<file path="src/core/mvd_pkg.sv">
// Constants, layouts and types for the memory decoder and vector logic.
// Assumes one clock domain; the CPU core and APB master share pclk.
// How it works
// - The decoder covers a 32 Kbyte space of memories and I/O registers.
// - RAM holds up to 1024 bytes, of which the low 64 bytes are the register page.
// - The stack uses at most 128 bytes of RAM, from 0100h through 017Fh.
// - The top 32 bytes of program memory hold vectors, not user code.
// - External lines one to eight share vector FFF6h, are maskable and wake from Halt.
// - Serial bus end-of-suspend vectors at FFF8h, is maskable and wakes from Halt.
// - Flash-programming-start vectors at FFFAh, is maskable and wakes from Halt.
// - The software trap vectors at FFFCh, is never masked and does not wake from Halt.
// - Reset vectors at FFFEh, is never masked and always wakes from Halt.
// - Port A value and direction registers sit at index 0 and 1, read/write, reset 00h.
// - Port B value and direction registers sit at index 2 and 3, read/write, reset 00h.
package mvd_pkg;
    localparam int CPU_AW = 16;
    localparam int APB_AW = 12;
    localparam int APB_DW = 32;
    localparam int REG_W = 8;
    localparam int IDX_W = 10;
    localparam int EXT_LINES = 8;
    // Space and regions
    localparam int SPACE_BYTES = 32768;
    localparam int RAM_BYTES = 1024;
    localparam int PROG_BYTES = 32768;
    localparam logic [15:0] REG_PAGE_LAST = 16'h003F;
    localparam logic [15:0] STACK_FIRST = 16'h0100;
    localparam logic [15:0] STACK_LAST = 16'h017F;
    localparam logic [15:0] VEC_FIRST = 16'hFFE0;
    localparam logic [15:0] VEC_RSVD_LAST = 16'hFFED;
    // Register indices; byte address is four times the index
    localparam logic [9:0] IDX_PA_OUT = 10'h000;
    localparam logic [9:0] IDX_PA_DIR = 10'h001;
    localparam logic [9:0] IDX_PB_OUT = 10'h002;
    localparam logic [9:0] IDX_PB_DIR = 10'h003;
    localparam logic [9:0] IDX_STATUS = 10'h004;
    localparam logic [9:0] IDX_CLEAR = 10'h005;
    localparam logic [9:0] IDX_ENABLE = 10'h006;
    localparam logic [9:0] IDX_RSVD_ADDR = 10'h007;
    localparam logic [7:0] PORT_RESET = 8'h00;
    // Status bits
    localparam int SRC_USB = 0;
    localparam int SRC_SCI = 1;
    localparam int SRC_I2C = 2;
    localparam int SRC_TIMER = 3;
    localparam int SRC_EXT = 4;
    localparam int SRC_SUSP = 5;
    localparam int SRC_FLASH = 6;
    localparam int SRC_RSVD = 7;
    localparam int N_VEC_SRC = 7;
    localparam int N_STAT = 8;
    localparam int LINE_LSB = 8;
    localparam logic [6:0] WAKE_CAPABLE = 7'h70;
    // Selector slots above the maskable ones
    localparam int SEL_TRAP = 7;
    localparam int SEL_RESET = 8;
    localparam int N_SEL = 9;
    localparam logic [3:0] SLOT_BASE = 4'h7;
    typedef struct packed {
        logic ram;
        logic reg_page;
        logic stack;
        logic prog;
        logic vector;
        logic reserved;
    } mvd_region_t;
    typedef struct packed {
        logic req;
        logic [3:0] slot;
        logic [15:0] addr;
    } mvd_vec_t;
endpackage : mvd_pkg

</file>
<file path="src/core/mvd_prio_sel.sv">
// Priority picker: highest set request bit wins.
// Assumes pending bits are stable within the cycle.
`timescale 1ns/10ps
module mvd_prio_sel #(
    parameter int N = 9
) (
    input wire logic [N-1:0] pending,
    output logic valid,
    output logic [3:0] index
);
    always_comb begin
        valid = 1'b0;
        index = 4'h0;
        // Later entries overwrite earlier, so the top bit wins
        for (int i = 0; i < N; i++) begin
            if (pending[i]) begin
                valid = 1'b1;
                index = 4'(i);
            end
        end
    end
endmodule : mvd_prio_sel

</file>
<file path="src/core/mvd_top.sv">
// Address decoder, vector table and port registers of the controller.
// Assumes CPU core and APB master run on pclk; events are one-cycle pulses.
// Reserved accesses are flagged and captured, never blocked.
//
// The implementer's own choice: register access over APB.
`timescale 1ns/10ps
module mvd_top #(
    parameter int RAM_BYTES = mvd_pkg::RAM_BYTES,
    parameter int PROG_BYTES = mvd_pkg::PROG_BYTES
) (
    input wire logic pclk,
    input wire logic presetn,
    input wire logic [11:0] paddr,
    input wire logic psel,
    input wire logic penable,
    input wire logic pwrite,
    input wire logic [31:0] pwdata,
    output logic [31:0] prdata,
    output logic pready,
    output logic pslverr,
    input wire logic [15:0] cpu_addr,
    input wire logic cpu_mem_valid,
    output mvd_pkg::mvd_region_t cpu_region,
    input wire logic [7:0] external_interrupt_lines,
    input wire logic usb_irq,
    input wire logic async_serial_interface_irq,
    input wire logic two_wire_irq,
    input wire logic timer_irq,
    input wire logic usb_end_suspend,
    input wire logic flash_prog_start,
    input wire logic cpu_trap,
    input wire logic cpu_i_bit,
    input wire logic cpu_halted,
    input wire logic cpu_int_ack,
    output logic cpu_int_req,
    output logic [15:0] cpu_vector,
    output logic wake_from_halt,
    output logic irq,
    output logic [7:0] port_a_output_value,
    output logic [7:0] port_a_direction,
    output logic [7:0] port_b_output_value,
    output logic [7:0] port_b_direction
);
    localparam logic [16:0] RAM_END = 17'(RAM_BYTES);
    // Program memory ends at the top of the 16-bit CPU space
    localparam logic [16:0] PROG_FIRST = 17'((1 << mvd_pkg::CPU_AW) - PROG_BYTES);
    localparam logic [16:0] SPACE_END = 17'(mvd_pkg::SPACE_BYTES);

    // Address decode
    wire [16:0] addr_x = {1'b0, cpu_addr};
    wire in_ram;
    wire in_regs;
    wire in_stack;
    wire in_vec;
    wire in_vec_rsvd;
    wire in_prog;
    wire in_space;

    // Register page overlaps RAM; it takes precedence in the region bits
    // RAM with register page
    assign in_ram = addr_x < RAM_END;
    assign in_regs = cpu_addr <= mvd_pkg::REG_PAGE_LAST;

    // Stack only counts inside RAM, so a smaller RAM shrinks it
    // stack window
    assign in_stack = (cpu_addr >= mvd_pkg::STACK_FIRST)
        && (cpu_addr <= mvd_pkg::STACK_LAST) && in_ram;

    // Program decode stops below the table so user code never lands there
    // vector area kept apart
    assign in_vec = cpu_addr >= mvd_pkg::VEC_FIRST;
    assign in_prog = (addr_x >= PROG_FIRST) && !in_vec;
    assign in_vec_rsvd = in_vec && (cpu_addr <= mvd_pkg::VEC_RSVD_LAST);

    // bounded space
    // Only the program area must fit the decoded space; RAM sits in the
    // low page below it and the gap between them decodes as reserved
    wire space_fits = 17'(PROG_BYTES) <= SPACE_END;
    assign in_space = (in_ram || in_prog || in_vec) && space_fits;

    // Flagged only: the core still runs the cycle, software must avoid it
    // reserved holes flagged
    assign cpu_region.ram = in_ram && !in_regs;
    assign cpu_region.reg_page = in_regs;
    assign cpu_region.stack = in_stack;
    assign cpu_region.prog = in_prog;
    assign cpu_region.vector = in_vec && !in_vec_rsvd;
    assign cpu_region.reserved = in_vec_rsvd || !in_space;

    wire rsvd_event = cpu_mem_valid && cpu_region.reserved;

    // APB decode
    wire [9:0] idx = paddr[11:2];
    wire acc = psel && penable;
    wire wr = acc && pwrite;
    wire hit_pa_out = idx == mvd_pkg::IDX_PA_OUT;
    wire hit_pa_dir = idx == mvd_pkg::IDX_PA_DIR;
    wire hit_pb_out = idx == mvd_pkg::IDX_PB_OUT;
    wire hit_pb_dir = idx == mvd_pkg::IDX_PB_DIR;
    wire hit_status = idx == mvd_pkg::IDX_STATUS;
    wire hit_clear = idx == mvd_pkg::IDX_CLEAR;
    wire hit_enable = idx == mvd_pkg::IDX_ENABLE;
    wire hit_raddr = idx == mvd_pkg::IDX_RSVD_ADDR;
    wire hit_any = hit_pa_out || hit_pa_dir || hit_pb_out
        || hit_pb_dir || hit_status || hit_clear
        || hit_enable || hit_raddr;
    wire bad_lane = paddr[1:0] != 2'h0;
    wire ok = hit_any && !bad_lane;

    // Write strobes, one per writable register
    wire wr_ok = wr && ok;
    wire wr_pa_out = wr_ok && hit_pa_out;
    wire wr_pa_dir = wr_ok && hit_pa_dir;
    wire wr_pb_out = wr_ok && hit_pb_out;
    wire wr_pb_dir = wr_ok && hit_pb_dir;
    wire wr_clear = wr_ok && hit_clear;
    wire wr_enable = wr_ok && hit_enable;
    // Read data is fetched in the setup cycle, off the access path
    wire rd_setup = psel && !penable && !pwrite;

    // Zero wait states: every access phase completes at once
    assign pready = 1'b1;
    // Error only in access, for an unmapped index or unaligned lane
    assign pslverr = acc && !ok;

    // Interrupt state
    logic [7:0] status;
    logic [7:0] enable;
    // Per-line record behind the shared external flag
    logic [7:0] line_seen;
    logic [15:0] rsvd_addr;
    logic trap_pend;
    logic reset_pend;
    mvd_pkg::mvd_vec_t vec;

    wire [7:0] clr_bits = wr_clear ? pwdata[7:0] : 8'h00;
    wire [7:0] clr_lines = wr_clear ? pwdata[15:8] : 8'h00;

    logic [7:0] events;
    always_comb begin
        events = 8'h00;
        events[mvd_pkg::SRC_USB] = usb_irq;
        events[mvd_pkg::SRC_SCI] = async_serial_interface_irq;
        events[mvd_pkg::SRC_I2C] = two_wire_irq;
        events[mvd_pkg::SRC_TIMER] = timer_irq;
        events[mvd_pkg::SRC_EXT] = |external_interrupt_lines;
        events[mvd_pkg::SRC_SUSP] = usb_end_suspend;
        events[mvd_pkg::SRC_FLASH] = flash_prog_start;
        // Software-visible only; never offered as a vector
        events[mvd_pkg::SRC_RSVD] = rsvd_event;
    end

    // Acknowledge retires the slot currently offered
    wire ack_take = cpu_int_ack && vec.req;
    wire [3:0] ack_sel = vec.slot - mvd_pkg::SLOT_BASE;
    // One compare per slot; a stale slot code after reset indexes nothing
    wire [mvd_pkg::N_SEL-1:0] ack_mask;
    for (genvar s = 0; s < mvd_pkg::N_SEL; s++) begin : g_ack
        assign ack_mask[s] = ack_take && (ack_sel == 4'(s));
    end

    // Set wins over clear, so no event is lost
    wire [7:0] ack_src = {1'b0, ack_mask[6:0]};
    wire [7:0] next_status;
    wire [7:0] next_lines;
    for (genvar b = 0; b < mvd_pkg::N_STAT; b++) begin : g_flag
        assign next_status[b] = events[b] || (status[b] && !clr_bits[b] && !ack_src[b]);
        assign next_lines[b] = external_interrupt_lines[b] || (line_seen[b] && !clr_lines[b]);
    end

    // A new trap in the cycle of its own ack stays pending
    // trap held until taken
    wire next_trap = cpu_trap || (trap_pend && !ack_mask[mvd_pkg::SEL_TRAP]);

    // Set by reset itself and cleared only by its acknowledge
    // reset vector first
    wire next_reset = reset_pend && !ack_mask[mvd_pkg::SEL_RESET];

    // Maskable sources gated by the CPU mask bit
    // Slot order is priority order: reset, trap, then sources 6 down to 0
    wire [6:0] live_src = next_status[6:0] & enable[6:0];
    wire [6:0] unmasked = cpu_i_bit ? 7'h00 : live_src;
    wire [8:0] pending = {next_reset, next_trap, unmasked};

    wire sel_valid;
    wire [3:0] sel_index;
    mvd_prio_sel #(
        .N(mvd_pkg::N_SEL)
    ) u_sel (
        .pending(pending),
        .valid(sel_valid),
        .index(sel_index)
    );

    wire [3:0] next_slot = sel_index + mvd_pkg::SLOT_BASE;
    wire [15:0] next_vec = mvd_pkg::VEC_FIRST + {11'h000, next_slot, 1'b0};

    always_ff @(posedge pclk or negedge presetn) begin
        if (!presetn) begin
            status <= 8'h00;
            line_seen <= 8'h00;
            trap_pend <= 1'b0;
            reset_pend <= 1'b1;
        end else begin
            status <= next_status;
            line_seen <= next_lines;
            trap_pend <= next_trap;
            reset_pend <= next_reset;
        end
    end

    // Offer is registered, so request and vector change together
    always_ff @(posedge pclk or negedge presetn) begin
        if (!presetn) begin
            vec <= '0;
        end else begin
            vec.req <= sel_valid;
            vec.slot <= next_slot;
            vec.addr <= next_vec;
        end
    end

    assign cpu_int_req = vec.req;
    assign cpu_vector = vec.addr;

    // Wake logic ignores the mask bit; trap never wakes
    wire [6:0] wake_src = status[6:0] & enable[6:0] & mvd_pkg::WAKE_CAPABLE;
    wire wake_any = (|wake_src) || reset_pend;
    logic wake_q;
    always_ff @(posedge pclk or negedge presetn) begin
        if (!presetn) begin
            wake_q <= 1'b0;
        end else begin
            wake_q <= cpu_halted && wake_any;
        end
    end
    assign wake_from_halt = wake_q;

    // Level output from enabled sticky bits
    // Registered so a clear in flight cannot glitch the line
    wire irq_any = |(next_status & enable);
    logic irq_q;
    always_ff @(posedge pclk or negedge presetn) begin
        if (!presetn) begin
            irq_q <= 1'b0;
        end else begin
            irq_q <= irq_any;
        end
    end
    assign irq = irq_q;

    // Enable and captured reserved address
    always_ff @(posedge pclk or negedge presetn) begin
        if (!presetn) begin
            enable <= 8'h00;
        end else if (wr_enable) begin
            enable <= pwdata[7:0];
        end
    end

    // Latest offending address wins; earlier ones are lost until read
    always_ff @(posedge pclk or negedge presetn) begin
        if (!presetn) begin
            rsvd_addr <= 16'h0000;
        end else if (rsvd_event) begin
            rsvd_addr <= cpu_addr;
        end
    end

    always_ff @(posedge pclk or negedge presetn) begin
        if (!presetn) begin
            port_a_output_value <= mvd_pkg::PORT_RESET;
            port_a_direction <= mvd_pkg::PORT_RESET;
        end else begin
            if (wr_pa_out) begin
                port_a_output_value <= pwdata[7:0];
            end
            if (wr_pa_dir) begin
                port_a_direction <= pwdata[7:0];
            end
        end
    end

    always_ff @(posedge pclk or negedge presetn) begin
        if (!presetn) begin
            port_b_output_value <= mvd_pkg::PORT_RESET;
            port_b_direction <= mvd_pkg::PORT_RESET;
        end else begin
            if (wr_pb_out) begin
                port_b_output_value <= pwdata[7:0];
            end
            if (wr_pb_dir) begin
                port_b_direction <= pwdata[7:0];
            end
        end
    end

    // Read mux; clear register reads as zero
    logic [31:0] rd_word;
    always_comb begin
        rd_word = 32'h0000_0000;
        if (hit_pa_out) begin
            rd_word[7:0] = port_a_output_value;
        end
        if (hit_pa_dir) begin
            rd_word[7:0] = port_a_direction;
        end
        if (hit_pb_out) begin
            rd_word[7:0] = port_b_output_value;
        end
        if (hit_pb_dir) begin
            rd_word[7:0] = port_b_direction;
        end
        if (hit_status) begin
            rd_word[15:0] = {line_seen, status};
        end
        if (hit_enable) begin
            rd_word[7:0] = enable;
        end
        if (hit_raddr) begin
            rd_word[15:0] = rsvd_addr;
        end
        if (bad_lane) begin
            rd_word = 32'h0000_0000;
        end
    end

    // Read data registered in the setup cycle, stable in access
    // Trade-off: a flag set during the access phase shows on the next read
    always_ff @(posedge pclk or negedge presetn) begin
        if (!presetn) begin
            prdata <= 32'h0000_0000;
        end else if (rd_setup) begin
            prdata <= rd_word;
        end
    end
endmodule : mvd_top

</file>
<file path="config.mk">
export PLATFORM = sky130hd
export DESIGN_NAME = mvd_top
export DESIGN_NICKNAME = d
export VERILOG_FILES = /design/src/core/mvd_pkg.sv /design/src/core/mvd_prio_sel.sv /design/src/core/mvd_top.sv
export SDC_FILE = /design/constraint.sdc
export NUM_CORES = 1
export LEC_CHECK = 0
export ABC_AREA = 1
export BUFFER_PORTS_ARGS = -buffer_cell sky130_fd_sc_hd__buf_2
export CORE_MARGIN = 4
export CORE_UTILIZATION = 40
export CTS_BUF_LIST = sky130_fd_sc_hd__clkbuf_4 sky130_fd_sc_hd__clkbuf_8 sky130_fd_sc_hd__clkbuf_16
export DETAILED_ROUTE_END_ITERATION = 8
export PLACE_DENSITY = 0.73
export SKIP_LAST_GASP = 1
export SYNTH_ARGS = -nofsm -noshare
export SYNTH_HDL_FRONTEND = slang
export SYNTH_SLANG_ARGS = --single-unit
</file>
<file path="constraint.sdc">
create_clock -name pclk -period 2.1 [get_ports pclk]
set_clock_uncertainty 0.05 [all_clocks]
set_input_delay 0.105 -clock pclk [delete_from_list [all_inputs] [get_ports pclk]]
set_output_delay 0.105 -clock pclk [all_outputs]
set_load 0.02 [all_outputs]
</file>
==> key figures <==
Global route
  – Largest net degree at the start of global routing: 51
  – Tot GR Track Use: 0.192
  – Initial antenna violation count: 0
  – First-pass GRT wire length: 22100 um
  – Vias in the first global route: about 4600
  – GR Overflow Total: 0

Critical path
  – Crit-path cells: nand2_2 -> nand2_1 -> nand2_1 -> o21ai_2 -> o21a_1 -> nand2_1 -> nand2_1 -> nand2_2 -> nand2_1 -> nand2_1 -> nand2_1 -> nand2_1 -> nand2_1 -> nand2_1 -> nand2_2 -> ha_4 -> xnor2_1
  – CP max FO: 3
  – Startpoint Class: register
  – CP most frequent cell: nand2_1
  – Critical setup path kind: reg2reg
  – FF-to-FF End: vec[18]
  – Worst r2r path cells: 17
  – Reg2Reg Setup Slack: 60 ps
  – WP buf/inv: 0
  – Crit end category: register
  – Critical path depth in cells: 17
  – Worst reg2reg startpoint: vec[16]
  – WP data required: between 2000 and 2500 ps
  – Crit path arrival time: approximately 2300 ps
  – Crit-path slowest cell: dfrtp_1
  – Crit-path leading delay family: simple AND/OR/NAND/NOR gates
  – Critical Path Max Stage Delay: 390 ps

Pwr
  – Pleak: between 0.003 and 0.004 uW
  – Cell Int Power: 3350 uW
  – Comb pwr share: 0.204
  – Flop pwr share: 0.441
  – Clock power frac: 0.355
  – Max VDD drop: 0.398 mV
  – Pwr/cell area: 706 nW/um^2
  – Switching share of power: 0.287
  – Switch Pwr: 1350 uW

Layout
  – ANT cells: 0
  – Final #Nets: 883
  – Util after Layout: 0.549
  – Fillcell total: about 1100
  – Share of cells above drive strength 1: 0.300
  – Synth-to-Final Area Change: 33.8%

Clock network
  – Clk root buf: clkbuf_16
  – Clock-pin slew on the worst setup and hold paths: 70 ps
  – Worst-Skew Late Latency: 340 ps
  – Clock tree sinks: 98
  – Longest Clk Path Bufs: 2
  – Max H-tree Level: 3
  – TritonCTS clock tree: done
  – Num CTS Buffers: 9

Min path
  – Hold endpoint: status[6]
  – Worst hold-check path type: in2reg
  – Hold depth: 3
  – Hold Crit Start: flash_prog_start

Run status
  – Failing checks: negative hold slack
  – Status: finished, violations left

Synth
  – Area share of the largest cell type after synthesis: 0.488
  – Cells after synthesis: 606
  – Post-synthesis sequential area ratio: 0.494
  – Syn Area/Cell: 8.20 um^2
  – Synth warn: 0
  – Largest cells by area after synthesis: dfrtp_1, nand2_1, o21ai_0, inv_1, buf_4
  – Yosys reg bits: 98
  – Area leader, netlist: dfrtp_1
  – Cell Area, Synth: about 5000 um^2
  – Count of different cell masters after synthesis: 40

Timing
  – Final setup viols: 0
  – RSZ-0062 raised after global routing: true
  – Final period util: 0.971
  – Total Neg Setup Slack: 0 ps
  – Max-slew violation count: 0
  – Final Hold Fails: 1
  – Measured slew at the worst slew-check pin: approximately 660 ps
  – FMAX: 0.491 GHz
  – Min cycle time layout: 2040 ps
  – Worst hold slack: -13.4 ps
  – Worst slew margin: 0.563

Route
  – Post-route ant nets: 0
  – WL/cell: 14.3 um
  – # DRC: 0
  – DR vias: ~4600
  – First-pass DRT Iterations: 5
  – Vias per std cell: roughly 4.8
  – DR iter-0 viols: 330
  – Detailed-route wire length: 13900 um

Die
  – Initial Util: 0.410
  – Die width: 119 um
  – Die H: around 120 um
  – Die Footprint: 14300 um^2
  – I/O pin cnt: 175
  – Num rows: 40
  – Core ar.: between 10000 and 15000 um^2

Job
  – Total of max-cap violations: 0

Placement
  – Gpl congestion: 0.871
  – Port-buffer cells: between 100 and 150
  – Post-DP HPWL: around 10000 um
## flip-flops by register name, summed over array words and instances (netlist names)
register / flops
port_a_direction: 8
port_a_output_value: 8
line_seen: 8
trap_pend: 1
cpu_vector: 2
cpu_int_req: 1
status: 8
reset_pend: 1
irq: 1
port_b_output_value: 8
vec: 3
port_b_direction: 8
rsvd_addr: 16
wake_from_halt: 1
prdata: 16
enable: 8
## cells in the final DEF (no fill, tap or decap), types with 3 or more instances in the layout
cell	Yosys	layout
or2_2	8	7
dfrtp_1	97	97
o21ai_0	59	58
o21ai_1	15	15
nor3_1	5	4
o21a_1	6	6
nor2_2	7	10
nand2_2	7	16
dlygate4sd3_1	0	40
nand2_1	175	166
buf_2	1	139
a21oi_1	15	13
a22o_1	13	13
buf_4	31	26
nand2_4	3	3
nand3_1	18	17
inv_2	7	7
nand4_1	4	4
nor2_1	19	15
a221oi_1	8	8
conb_1	2	19
inv_1	73	72
clkbuf_16	0	9
## logic make-up after synthesis
group	Yosys count	synth area share
buffers and inverters	125	0.123
flip-flops	98	0.494
AND/OR/NAND/NOR	255	0.230
adder cells (fa/ha/maj)	1	0.00252
XOR/XNOR	1	0.00176
AO/OA/AOI/OAI	124	0.147
other	2	0.00151
## tightest hold or removal path, stage by stage
cell and delay (ps):
buf_2 80, inv_1 40, nand2_2 100
## final cells by class
class                           count  area (um^2)  area share
Clock buffer                       10          233      0.0350
Clock inverter                      6         65.1     0.00978
Tap cell                          168          210      0.0316
Sequential cell                    98         2450       0.369
Inverter                           82          310      0.0467
Timing Repair Buffer              207         1320       0.199
Multi-Input combinational cell    400         2060       0.309
## metrics by stage
step | total power (uW) | cells | worst slack [ps] | cell area (um^2) | hold WS [ps]
4_1_cts | 4620 | 968 | -8.10 | 6540 | 0.358
3_3_place_gp | 2890 | 912 | -36.4 | 5830 | 122
6_report | 4700 | 971 | 61.8 | 6650 | -13.4
5_1_grt | 4900 | 971 | -88.7 | 6650 | 1.97
3_5_place_dp | 2910 | 912 | -110 | 5830 | 123
2_1_floorplan | 2580 | 623 | 15.8 | 5030 | -241
## routing by layer
| layer | up-vias | global-route usage | share of wire |
|---|---|---|---|
| li1 | 2287 | - | - |
| met1 | 2172 | 0.253 | 0.43 |
| met2 | 154 | 0.333 | 0.50 |
| met3 | 16 | 0.0328 | 0.061 |
| met4 | 0 | 0.0422 | 0.012 |
| met5 | - | 0 | 0 |
## repair_timing
action | 4_1_cts | 5_1_grt
hold endpoints to repair | 81 | 0
resized for setup | 5 | 25
pin swaps | 2 | 15
endpoints found under the setup margin | 4 | 13
hold buffers | 40 | 0
buffers inserted | 0 | 3
## worst max-delay path by stage
stage / startpoint / end / slack [ps]
after floorplan: vec[17] / vec[18] / 20
after global placement: vec[17] / vec[18] / -40
after detailed placement: vec[17] / vec[18] / -110
after CTS: vec[17] / vec[18] / -8
after global routing: vec[16] / vec[17] / -90
final: vec[16] / vec[18] / 60
## cells in the mapped netlist
cell type / n
nand2_1: 175
dfrtp_1: 97
inv_1: 73
o21ai_0: 59
buf_4: 31
nor2_1: 19
nand3_1: 18
a21oi_1: 15
o21ai_1: 15
a22o_1: 13
a221oi_1: 8
clkbuf_1: 8
or2_2: 8
inv_2: 7
nand2_2: 7
nor2_2: 7
o21a_1: 6
nor3_1: 5
nand4_1: 4
nand2_4: 3
a31oi_1: 2
buf_6: 2
clkinv_1: 2
conb_1: 2
nand3b_1: 2
nor2_8: 2
nor4_1: 2
o211ai_1: 2
a21boi_0: 1
a21o_1: 1
and3_1: 1
buf_2: 1
buf_8: 1
dfstp_2: 1
ha_1: 1
nand3_4: 1
nor2_4: 1
o21bai_1: 1
o31ai_1: 1
xnor2_1: 1
## power groups by stage
stage	logic, uW	clock network, uW	registers, uW
finish	957	1670	2070
global route	1060	1760	2080
CTS	871	1680	2070
detailed placement	807	0	2100
global placement	788	0	2100
floorplan	440	0	2140
(Power assumes the default switching activity.)
